===== src/sec_unlock_regs.svh =====
// Register map, field positions, opcodes and reset values of the security unit.
// Assumes it is included by its bare name from the design file.
`ifndef SEC_UNLOCK_REGS_SVH
`define SEC_UNLOCK_REGS_SVH
`define SEC_A_CMD    8'h00
`define SEC_A_DATA   8'h04
`define SEC_A_STAT   8'h08
`define SEC_A_ISR    8'h0C
`define SEC_A_IMR    8'h10
`define SEC_A_REV    8'h14
`define SEC_A_CTRL   8'h18
`define SEC_OP_SETPW 8'hF1
`define SEC_OP_UNLK  8'hF2
`define SEC_OP_EPREP 8'hF3
`define SEC_OP_ERASE 8'hF4
`define SEC_OP_FRZ   8'hF5
`define SEC_B_ID     0
`define SEC_B_LVL    8
`define SEC_B_PWRON  0
`define SEC_B_HRST   1
`define SEC_W_FIRST  8'h00
`define SEC_W_PW0    8'h01
`define SEC_W_PW15   8'h10
`define SEC_W_REV    8'h11
`define SEC_W_LAST   8'hFF
`define SEC_TRIES    3'h5
`define SEC_REV_RST  16'h0000
`define SEC_RESP_OK  2'b00
`define SEC_RESP_ERR 2'b10
`endif


===== src/sec_pkg.sv =====
// Types shared by the security command unit.
// Assumes nothing of its surroundings.
package sec_pkg;
    typedef enum logic [1:0] {
        ST_IDLE = 2'b00,
        ST_DATA = 2'b01,
        ST_EXEC = 2'b10
    } sec_state_t;
endpackage


===== src/sec_unlock.sv =====
// Drive-side security command unit: set password, unlock, erase prepare.
// Assumes an AXI4-Lite master on aclk and a synchronous active-low reset.
//
// Chosen here: the AXI4-Lite register port and the register offsets.
`timescale 1ns/10ps
`include "sec_unlock_regs.svh"

// What this block does
// - Set password takes one data sector; its contents alone decide the effect.
// - Control bit 0 picks user or master; bit 8 picks High or Maximum.
// - Password comes from sector words 1 to 16, thirty-two bytes.
// - Word 17 is master revision code, used only when master is selected.
// - Revision code is reported as identify word 92; 0000h/FFFFh mean unsupported.
// - User password at High: store it, arm lock; user or master unlocks.
// - User password at Maximum: store it, arm lock; only user unlocks.
// - Master password: store it and revision; no arming, level kept.
// - Unlock takes one sector: bit 0 identifier, password in words 1-16.
// - Master unlock compares at High level, is rejected at Maximum.
// - User unlock compares user password; mismatch aborts and decrements counter.
// - Attempt counter starts at five, drops per unlock mismatch while locked.
// - At zero, unlock and erase unit abort until power-on or hard reset.
// - Unlock while already unlocked leaves the counter alone.
// - Erase unit aborts unless erase prepare completed immediately before.
// - While frozen, set password, unlock and erase commands are rejected.
module sec_unlock
    import sec_pkg::*;
(
    input  wire logic        aclk,    // Clock, 250 MHz.
    input  wire logic        aresetn, // Synchronous reset, active low.
    input  wire logic [7:0]  awaddr,  // Write address.
    input  wire logic        awvalid, // Write address valid.
    output wire logic        awready, // Write address ready.
    input  wire logic [31:0] wdata,   // Write data.
    input  wire logic [3:0]  wstrb,   // Write byte strobes.
    input  wire logic        wvalid,  // Write data valid.
    output wire logic        wready,  // Write data ready.
    output wire logic [1:0]  bresp,   // Write response.
    output wire logic        bvalid,  // Write response valid.
    input  wire logic        bready,  // Write response ready.
    input  wire logic [7:0]  araddr,  // Read address.
    input  wire logic        arvalid, // Read address valid.
    output wire logic        arready, // Read address ready.
    output wire logic [31:0] rdata,   // Read data.
    output wire logic [1:0]  rresp,   // Read response.
    output wire logic        rvalid,  // Read data valid.
    input  wire logic        rready,  // Read data ready.
    output wire logic        irq      // Interrupt, high while an unmasked event is pending.
);
    // Tells whether an address maps to a register.
    function automatic logic hit(input logic [7:0] a);
        return a == `SEC_A_CMD || a == `SEC_A_DATA || a == `SEC_A_STAT || a == `SEC_A_ISR
            || a == `SEC_A_IMR || a == `SEC_A_REV || a == `SEC_A_CTRL;
    endfunction
    // Tells whether an opcode touches the lock state.
    function automatic logic lock_op(input logic [7:0] op);
        return op == `SEC_OP_SETPW || op == `SEC_OP_UNLK || op == `SEC_OP_EPREP || op == `SEC_OP_ERASE;
    endfunction

    logic        aw_hold_reg, w_hold_reg, bvalid_reg, rvalid_reg;
    logic [7:0]  awa_reg;
    logic [31:0] wd_reg, rdata_reg;
    logic [3:0]  ws_reg;
    logic [1:0]  bresp_reg, rresp_reg;
    sec_state_t  st_reg;
    logic [7:0]  op_reg, widx_reg;
    logic        id_reg, lvl_in_reg, mis_reg;
    logic        locked_reg, armed_reg, lvl_reg, frozen_reg, prev_f3_reg, last_abt_reg;
    logic [2:0]  cnt_reg;
    logic [15:0] rev_reg;
    logic [1:0]  isr_reg, imr_reg;
    logic [15:0] usr_pw [16];
    logic [15:0] mst_pw [16];

    // Bus handshakes; the write fires once address and data are both held.
    assign awready = !aw_hold_reg && !bvalid_reg;
    assign wready  = !w_hold_reg && !bvalid_reg;
    assign arready = !rvalid_reg;
    assign bvalid  = bvalid_reg;
    assign bresp   = bresp_reg;
    assign rvalid  = rvalid_reg;
    assign rdata   = rdata_reg;
    assign rresp   = rresp_reg;
    wire wr_fire = aw_hold_reg && w_hold_reg && !bvalid_reg;
    wire wr_en   = wr_fire && hit(awa_reg) && ws_reg[1:0] == 2'b11;
    wire wr_cmd  = wr_en && awa_reg == `SEC_A_CMD;
    wire wr_dat  = wr_en && awa_reg == `SEC_A_DATA && st_reg == ST_DATA;
    wire wr_isr  = wr_en && awa_reg == `SEC_A_ISR;
    wire wr_imr  = wr_en && awa_reg == `SEC_A_IMR;
    wire wr_ctrl = wr_en && awa_reg == `SEC_A_CTRL;
    wire [15:0] dw = wd_reg[15:0];
    wire [7:0]  opw = wd_reg[7:0];
    // Command start and the verdicts that need no data sector.
    wire go      = wr_cmd && st_reg == ST_IDLE;
    wire is_ulk  = opw == `SEC_OP_UNLK;
    wire is_ers  = opw == `SEC_OP_ERASE;
    wire frz_blk = lock_op(opw) && frozen_reg;
    wire cnt_blk = (is_ulk || is_ers) && cnt_reg == 3'h0;
    wire prp_blk = is_ers && !prev_f3_reg;
    wire imm_abt = frz_blk || cnt_blk || prp_blk || !(lock_op(opw) || opw == `SEC_OP_FRZ);
    wire imm_fin = go && (imm_abt || opw == `SEC_OP_EPREP || opw == `SEC_OP_FRZ);
    wire to_data = go && !imm_fin;
    // Sector word decode and the stored word it is compared against.
    wire        in_pw = widx_reg >= `SEC_W_PW0 && widx_reg <= `SEC_W_PW15;
    wire [7:0]  wm1   = widx_reg - 8'h01;
    wire [3:0]  pidx  = wm1[3:0];
    wire [15:0] ref_w = id_reg ? mst_pw[pidx] : usr_pw[pidx];
    wire        pw_wr = wr_dat && op_reg == `SEC_OP_SETPW && in_pw;
    // Verdict at the end of a data sector.
    wire ex     = st_reg == ST_EXEC;
    wire m_max  = id_reg && lvl_reg;
    wire ex_abt = (op_reg == `SEC_OP_UNLK && (m_max || mis_reg)) || (op_reg == `SEC_OP_ERASE && mis_reg);
    wire fin    = imm_fin || ex;
    wire abt    = imm_fin ? imm_abt : (ex && ex_abt);
    wire [7:0] cur_op = imm_fin ? opw : op_reg;
    wire dec    = ex && op_reg == `SEC_OP_UNLK && !m_max && mis_reg && locked_reg && cnt_reg != 3'h0;
    wire [1:0] isr_clr = wr_isr ? wd_reg[1:0] : 2'b00;
    assign irq = |(isr_reg & imr_reg);
    // Status word as software reads it.
    wire [31:0] stat_w = {21'h0, cnt_reg, 1'b0, prev_f3_reg, last_abt_reg, frozen_reg,
                          lvl_reg, armed_reg, locked_reg, st_reg != ST_IDLE};
    wire [31:0] rd_mux = araddr == `SEC_A_CMD  ? {24'h0, op_reg} :
                         araddr == `SEC_A_STAT ? stat_w :
                         araddr == `SEC_A_ISR  ? {30'h0, isr_reg} :
                         araddr == `SEC_A_IMR  ? {30'h0, imr_reg} :
                         araddr == `SEC_A_REV  ? {16'h0, rev_reg} : 32'h0;

    // Write address and data capture and the write response.
    always_ff @(posedge aclk) begin
        if (!aresetn) begin
            aw_hold_reg <= 1'b0;
            w_hold_reg  <= 1'b0;
            bvalid_reg  <= 1'b0;
            bresp_reg   <= `SEC_RESP_OK;
            awa_reg     <= 8'h00;
            wd_reg      <= 32'h0;
            ws_reg      <= 4'h0;
        end else begin
            if (awvalid && awready) begin
                aw_hold_reg <= 1'b1;
                awa_reg     <= awaddr;
            end
            if (wvalid && wready) begin
                w_hold_reg <= 1'b1;
                wd_reg     <= wdata;
                ws_reg     <= wstrb;
            end
            if (wr_fire) begin
                aw_hold_reg <= 1'b0;
                w_hold_reg  <= 1'b0;
                bvalid_reg  <= 1'b1;
                bresp_reg   <= hit(awa_reg) ? `SEC_RESP_OK : `SEC_RESP_ERR;
            end else if (bvalid_reg && bready) begin
                bvalid_reg <= 1'b0;
            end
        end
    end

    // Read channel; the answer comes one cycle after the address is taken.
    always_ff @(posedge aclk) begin
        if (!aresetn) begin
            rvalid_reg <= 1'b0;
            rdata_reg  <= 32'h0;
            rresp_reg  <= `SEC_RESP_OK;
        end else if (arvalid && arready) begin
            rvalid_reg <= 1'b1;
            rdata_reg  <= rd_mux;
            rresp_reg  <= hit(araddr) ? `SEC_RESP_OK : `SEC_RESP_ERR;
        end else if (rvalid_reg && rready) begin
            rvalid_reg <= 1'b0;
        end
    end

    // Command sequencer: waits for the sector, checks passwords word by word.
    always_ff @(posedge aclk) begin
        if (!aresetn) begin
            st_reg     <= ST_IDLE;
            op_reg     <= 8'h00;
            widx_reg   <= 8'h00;
            id_reg     <= 1'b0;
            lvl_in_reg <= 1'b0;
            mis_reg    <= 1'b0;
        end else begin
            unique case (st_reg)
                ST_IDLE: begin
                    if (go) begin
                        op_reg   <= opw;
                        widx_reg <= 8'h00;
                        mis_reg  <= 1'b0;
                    end
                    if (to_data) begin
                        st_reg <= ST_DATA;
                    end
                end
                ST_DATA: begin
                    if (wr_dat) begin
                        widx_reg <= widx_reg + 8'h01;
                        if (widx_reg == `SEC_W_FIRST) begin
                            id_reg     <= dw[`SEC_B_ID];
                            lvl_in_reg <= dw[`SEC_B_LVL];
                        end
                        if (in_pw && dw != ref_w) begin
                            mis_reg <= 1'b1;
                        end
                        if (widx_reg == `SEC_W_LAST) begin
                            st_reg <= ST_EXEC;
                        end
                    end
                end
                ST_EXEC: st_reg <= ST_IDLE;
                default: st_reg <= ST_IDLE;
            endcase
        end
    end

    // Password storage and revision code, written straight from the sector.
    always_ff @(posedge aclk) begin
        if (!aresetn) begin
            rev_reg <= `SEC_REV_RST;
            for (int i = 0; i < 16; i++) begin
                usr_pw[i] <= 16'h0000;
                mst_pw[i] <= 16'h0000;
            end
        end else begin
            if (pw_wr && id_reg) begin
                mst_pw[pidx] <= dw;
            end
            if (pw_wr && !id_reg) begin
                usr_pw[pidx] <= dw;
            end
            if (wr_dat && op_reg == `SEC_OP_SETPW && id_reg && widx_reg == `SEC_W_REV) begin
                rev_reg <= dw;
            end
        end
    end

    // Lock state, level, freeze, attempt counter and command history.
    always_ff @(posedge aclk) begin
        if (!aresetn) begin
            locked_reg   <= 1'b0;
            armed_reg    <= 1'b0;
            lvl_reg      <= 1'b0;
            frozen_reg   <= 1'b0;
            prev_f3_reg  <= 1'b0;
            last_abt_reg <= 1'b0;
            cnt_reg      <= `SEC_TRIES;
        end else begin
            if (fin) begin
                prev_f3_reg  <= cur_op == `SEC_OP_EPREP && !abt;
                last_abt_reg <= abt;
            end
            if (imm_fin && opw == `SEC_OP_FRZ) begin
                frozen_reg <= 1'b1;
            end
            if (ex && !ex_abt && op_reg == `SEC_OP_SETPW && !id_reg) begin
                armed_reg <= 1'b1;
                lvl_reg   <= lvl_in_reg;
            end
            if (ex && !ex_abt && op_reg == `SEC_OP_UNLK) begin
                locked_reg <= 1'b0;
            end
            if (ex && !ex_abt && op_reg == `SEC_OP_ERASE) begin
                locked_reg <= 1'b0;
                armed_reg  <= 1'b0;
            end
            if (dec) begin
                cnt_reg <= cnt_reg - 3'h1;
            end
            if (wr_ctrl && (dw[`SEC_B_HRST] || dw[`SEC_B_PWRON])) begin
                cnt_reg     <= `SEC_TRIES;
                frozen_reg  <= 1'b0;
                prev_f3_reg <= 1'b0;
            end
            if (wr_ctrl && dw[`SEC_B_PWRON]) begin
                locked_reg <= armed_reg;
            end
        end
    end

    // Sticky events: set wins over a write-one clear in the same cycle.
    always_ff @(posedge aclk) begin
        if (!aresetn) begin
            isr_reg <= 2'b00;
            imr_reg <= 2'b00;
        end else begin
            isr_reg <= (isr_reg & ~isr_clr) | {fin && abt, fin};
            if (wr_imr) begin
                imr_reg <= wd_reg[1:0];
            end
        end
    end
endmodule // sec_unlock


===== config.mk =====
export PLATFORM = sky130hd
export DESIGN_NAME = sec_unlock
export DESIGN_NICKNAME = d
export VERILOG_FILES = /design/src/sec_pkg.sv /design/src/sec_unlock.sv
export VERILOG_INCLUDE_DIRS = /design/src
export SDC_FILE = /design/constraint.sdc
export NUM_CORES = 1
export LEC_CHECK = 0
export BUFFER_PORTS_ARGS = -buffer_cell sky130_fd_sc_hd__buf_2
export CAP_MARGIN = 15
export CORE_AREA = 5 5 234 236
export CTS_BUF_LIST = sky130_fd_sc_hd__clkbuf_2 sky130_fd_sc_hd__clkbuf_4 sky130_fd_sc_hd__clkbuf_8
export DETAILED_ROUTE_END_ITERATION = 12
export DIE_AREA = 0 0 239 241
export HOLD_SLACK_MARGIN = 0.02
export PLACE_DENSITY_LB_ADDON = 0.25
export SLEW_MARGIN = 20
export SYNTH_ARGS = -nofsm -noshare
export SYNTH_HDL_FRONTEND = slang
export SYNTH_SLANG_ARGS = --single-unit

===== constraint.sdc =====
create_clock -name aclk -period 10 [get_ports aclk]
set_input_delay 0.5 -clock aclk [delete_from_list [all_inputs] [get_ports aclk]]
set_output_delay 0.5 -clock aclk [all_outputs]
set_load 0.02 [all_outputs]

==> reports/qor.csv <==
stage,metric,value,unit
status,outcome,finished clean,
timing,RSZ-0062 raised after global routing,no,
finish,share of layout cells above drive strength 1,15.3,%
global_route,Overall Global Routing Usage,26.4,%
yosys,"EDFF count, synth",512,
global_route,vias in the first global route,19100,
yosys,Post-synth ARST share,0,%
finish,Finished Layout Cells,3178,
worst_setup_path,WP data required,10.31,ns
worst_setup_path,end of the critical path,mst_pw[15][5],
worst_setup_path,reg2reg end,mst_pw[15][5],
place,hpwl dp,45300,µm
worst_setup_path,Critical Path Start Type,flip-flop,
detailed_routing,total number of vias,19500,
floorplanning,Die Wd,239,µm
yosys,Synth cell types,64,
floorplanning,Initial Util,54.3,%
timing,Final min period,5.57,ns
place,Inst Count DP,2983,
worst_setup_path,CP arrival,5.87,ns
timing,final hold violations,0,
floorplanning,IO Count,101,
worst_setup_path,r2r setup slk,4.43,ns
finish,area occupied by multi-input gates,9980,µm²
timing,maximum clock frequency,0.180,GHz
global_route,first-pass GRT wire length,116000,µm
timing,clk_skew,0.0231,ns
yosys,synth warn,0,
finish,fin nets,2481,
cts,clk buf depth,3,
worst_setup_path,Crit. Startpoint,widx_reg[0],
pwr,Leak Pwr,12.2,nW
yosys,Syn Std Cell Area,28300,µm²
timing,setup TNS,0,ns
yosys,Syn Inst Count,2414,
cts,CTS tree,built,
timing,Worst Tran Pin Value,1.16,ns
worst_hold_path,worst hold path class,input pin to flip-flop,
detailed_routing,remaining routing DRC violations,0,
cts,CTS Root Cell,clkbuf_8,
cts,Max H-tree Level,3,
yosys,Syn Area/Cell,11.7,µm²
finish,fillers,4123,
floorplanning,core area,52200,µm²
pwr,Worst VDD drop,0.178,mV
job,max-cap violations,0,
timing,Worst slew margin,22.9,%
detailed_routing,Wirelength per Cell,24.2,µm
timing,fin. max-slew vios,0,
worst_setup_path,crit-path max FO,68,
yosys,sequential share of the synthesized area,61.2,%
floorplanning,num rows,84,
yosys,Yosys reg bits,610,
global_route,largest net degree at the start of global routing,72,
detailed_routing,initial detailed-routing violation count,2260,
cts,"Reg clk slew, reported paths",0.06,ns
yosys,Synth top area share,54.2,%
finish,Regs by FF count,"mst_pw: 256 flops, usr_pw: 256 flops",
floorplanning,Die Ht,241,µm
finish,FF/Latch Area,17300,µm²
cts,CTS Sinks,610,
detailed_routing,DR vias/cell,6.14,
timing,number of setup violations in the final report,0,
timing,final critical-path share of the clock period,55.7,%
global_route,gr ovfl total,0,
finish,Layout area overhead,9.59,%
finish,"most common cell after layout, fill and taps aside",edfxtp_1,
detailed_routing,DRT Pass-1 Iters,5,
cts,Clock Latency Late Sink,0.70,ns
worst_setup_path,reg2reg start,widx_reg[0],
pwr,pwr/cell area,167,nW/µm²
yosys,top area cells in the synthesized netlist,"edfxtp_1 (54%), dfxtp_1 (6.9%), mux4_2 (5.9%), and3_1 (5.7%), and2_1 (5.1%)",
worst_setup_path,Worst setup EP type,flip-flop,
place,GPL Wtd Cong,0.871,
place,port bufs,64,
yosys,cell taking the most area after synthesis,edfxtp_1,
floorplanning,full die area,57600,µm²
global_route,initial antenna violation count,1,
cts,cts bufs inserted,96,
detailed_routing,DRT antenna net count,0,
detailed_routing,Post-Route WL,76800,µm
worst_setup_path,Worst Reg-to-Reg Cells,8,
cts,post-CTS sizing,0,
worst_setup_path,Setup CP Type,flip-flop to flip-flop,
yosys,Synth Flop Type,edfxtp_1,
finish,"commonest non-fill, non-tap cells in the layout","edfxtp_1 (512), nand2_1 (357), and3_1 (259), and2_1 (229), nand3_1 (119)",
==> worst min path at each step <==
stage	from	to	cells after the start	slack, ns
6_report	wdata[15]	wd_reg[15]	3	0.07
2_1_floorplan	last_abt_reg	last_abt_reg	2	0.43
3_3_place_gp	rev_reg[0]	rev_reg[0]	2	0.44
3_5_place_dp	rev_reg[0]	rev_reg[0]	2	0.44
4_1_cts	wdata[15]	wd_reg[15]	3	0.02
5_1_grt	wdata[15]	wd_reg[15]	3	0.05
==> critical path: stages (launching register included) <==
cell	delay [ns]
dfxtp_2	0.65
inv_2	0.42
ha_1	0.46
xor2_4	0.83
buf_4	0.69
nand2_1	0.52
nor2_4	0.18
buf_4	0.51
a21o_1	0.77
==> final cells by class <==
cell class | count | share of cell area [%]
sequential | 610 | 55.8
multi-input combinational | 1550 | 32.1
antenna | 1 | 0.00805
clock inverter | 26 | 0.419
tap | 688 | 2.77
timing repair buffer | 141 | 3.06
clock buffer | 147 | 5.63
inverter | 15 | 0.185
==> cell families (layout without fill, tap and decap cells) <==
family	after synthesis	after routing	share of synthesized area, %
AND/OR/NAND/NOR	1176	1176	21.5
flip-flops	610	610	61.2
buffers and inverters	271	329	4.21
AO/OA/AOI/OAI	209	209	4.71
multiplexers	107	107	7.05
XOR/XNOR	32	32	1.02
adder cells (fa/ha/maj)	8	8	0.353
other	1	19	0.0132
==> routing by layer <==
metal,up-vias,share of wire [%],global-route usage (%)
li1,8706,-,-
met2,940,47,41.9
met4,0,4.7,12.5
met3,172,8.8,5.25
met1,9701,39,35.6
met5,-,0,0
==> synthesized netlist by cell type (all sizes together) (2+ instances only) <==
| cell type | count |
|---|---|
| buf | 57 |
| nor2 | 75 |
| a311oi | 2 |
| a22oi | 11 |
| and2 | 230 |
| o21ai | 33 |
| o22ai | 4 |
| a211oi | 5 |
| a32oi | 14 |
| clkinv | 3 |
| edfxtp | 512 |
| and4 | 2 |
| nand2 | 357 |
| a2111oi | 2 |
| nor2b | 12 |
| mux4 | 74 |
| ha | 8 |
| a22o | 4 |
| and3 | 259 |
| o2111ai | 5 |
| dfxtp | 98 |
| nand4 | 31 |
| xor2 | 11 |
| a41oi | 3 |
| nor4 | 12 |
| nand3b | 2 |
| or2 | 5 |
| nand2b | 14 |
| a31oi | 12 |
| or4 | 4 |
| a221oi | 4 |
| a21o | 16 |
| inv | 12 |
| nand3 | 119 |
| mux2i | 32 |
| xnor2 | 21 |
| a21oi | 84 |
| clkbuf | 199 |
| nor3 | 52 |
==> metrics by stage <==
stage	cell area, µm²	utilization [%]	hold WS, ns	setup slack [ns]	power, mW
3_5_place_dp	29000	55.5	0.445	4.48	3.15
6_report	31100	59.5	0.0668	4.43	5.20
4_1_cts	31100	59.5	0.0209	4.45	5.21
3_3_place_gp	29000	55.5	0.440	4.51	3.14
5_1_grt	31100	59.5	0.0477	4.11	5.36
2_1_floorplan	28400	-	0.431	5.70	3.05
==> timing repair <==
| action | 4_1_cts | 5_1_grt |
|---|---|---|
| hold endpoints to repair | 21 | 0 |
| buffers inserted | 0 | 0 |
| hold buffers | 21 | 0 |
==> report_power, final <==
part / internal (mW) / switching (mW)
clock network: 1.11 / 0.977
registers: 2.83 / 0.0351
logic: 0.0687 / 0.178
total: 4.01 / 1.19
No activity file was read; power rests on OpenSTA's default activity.
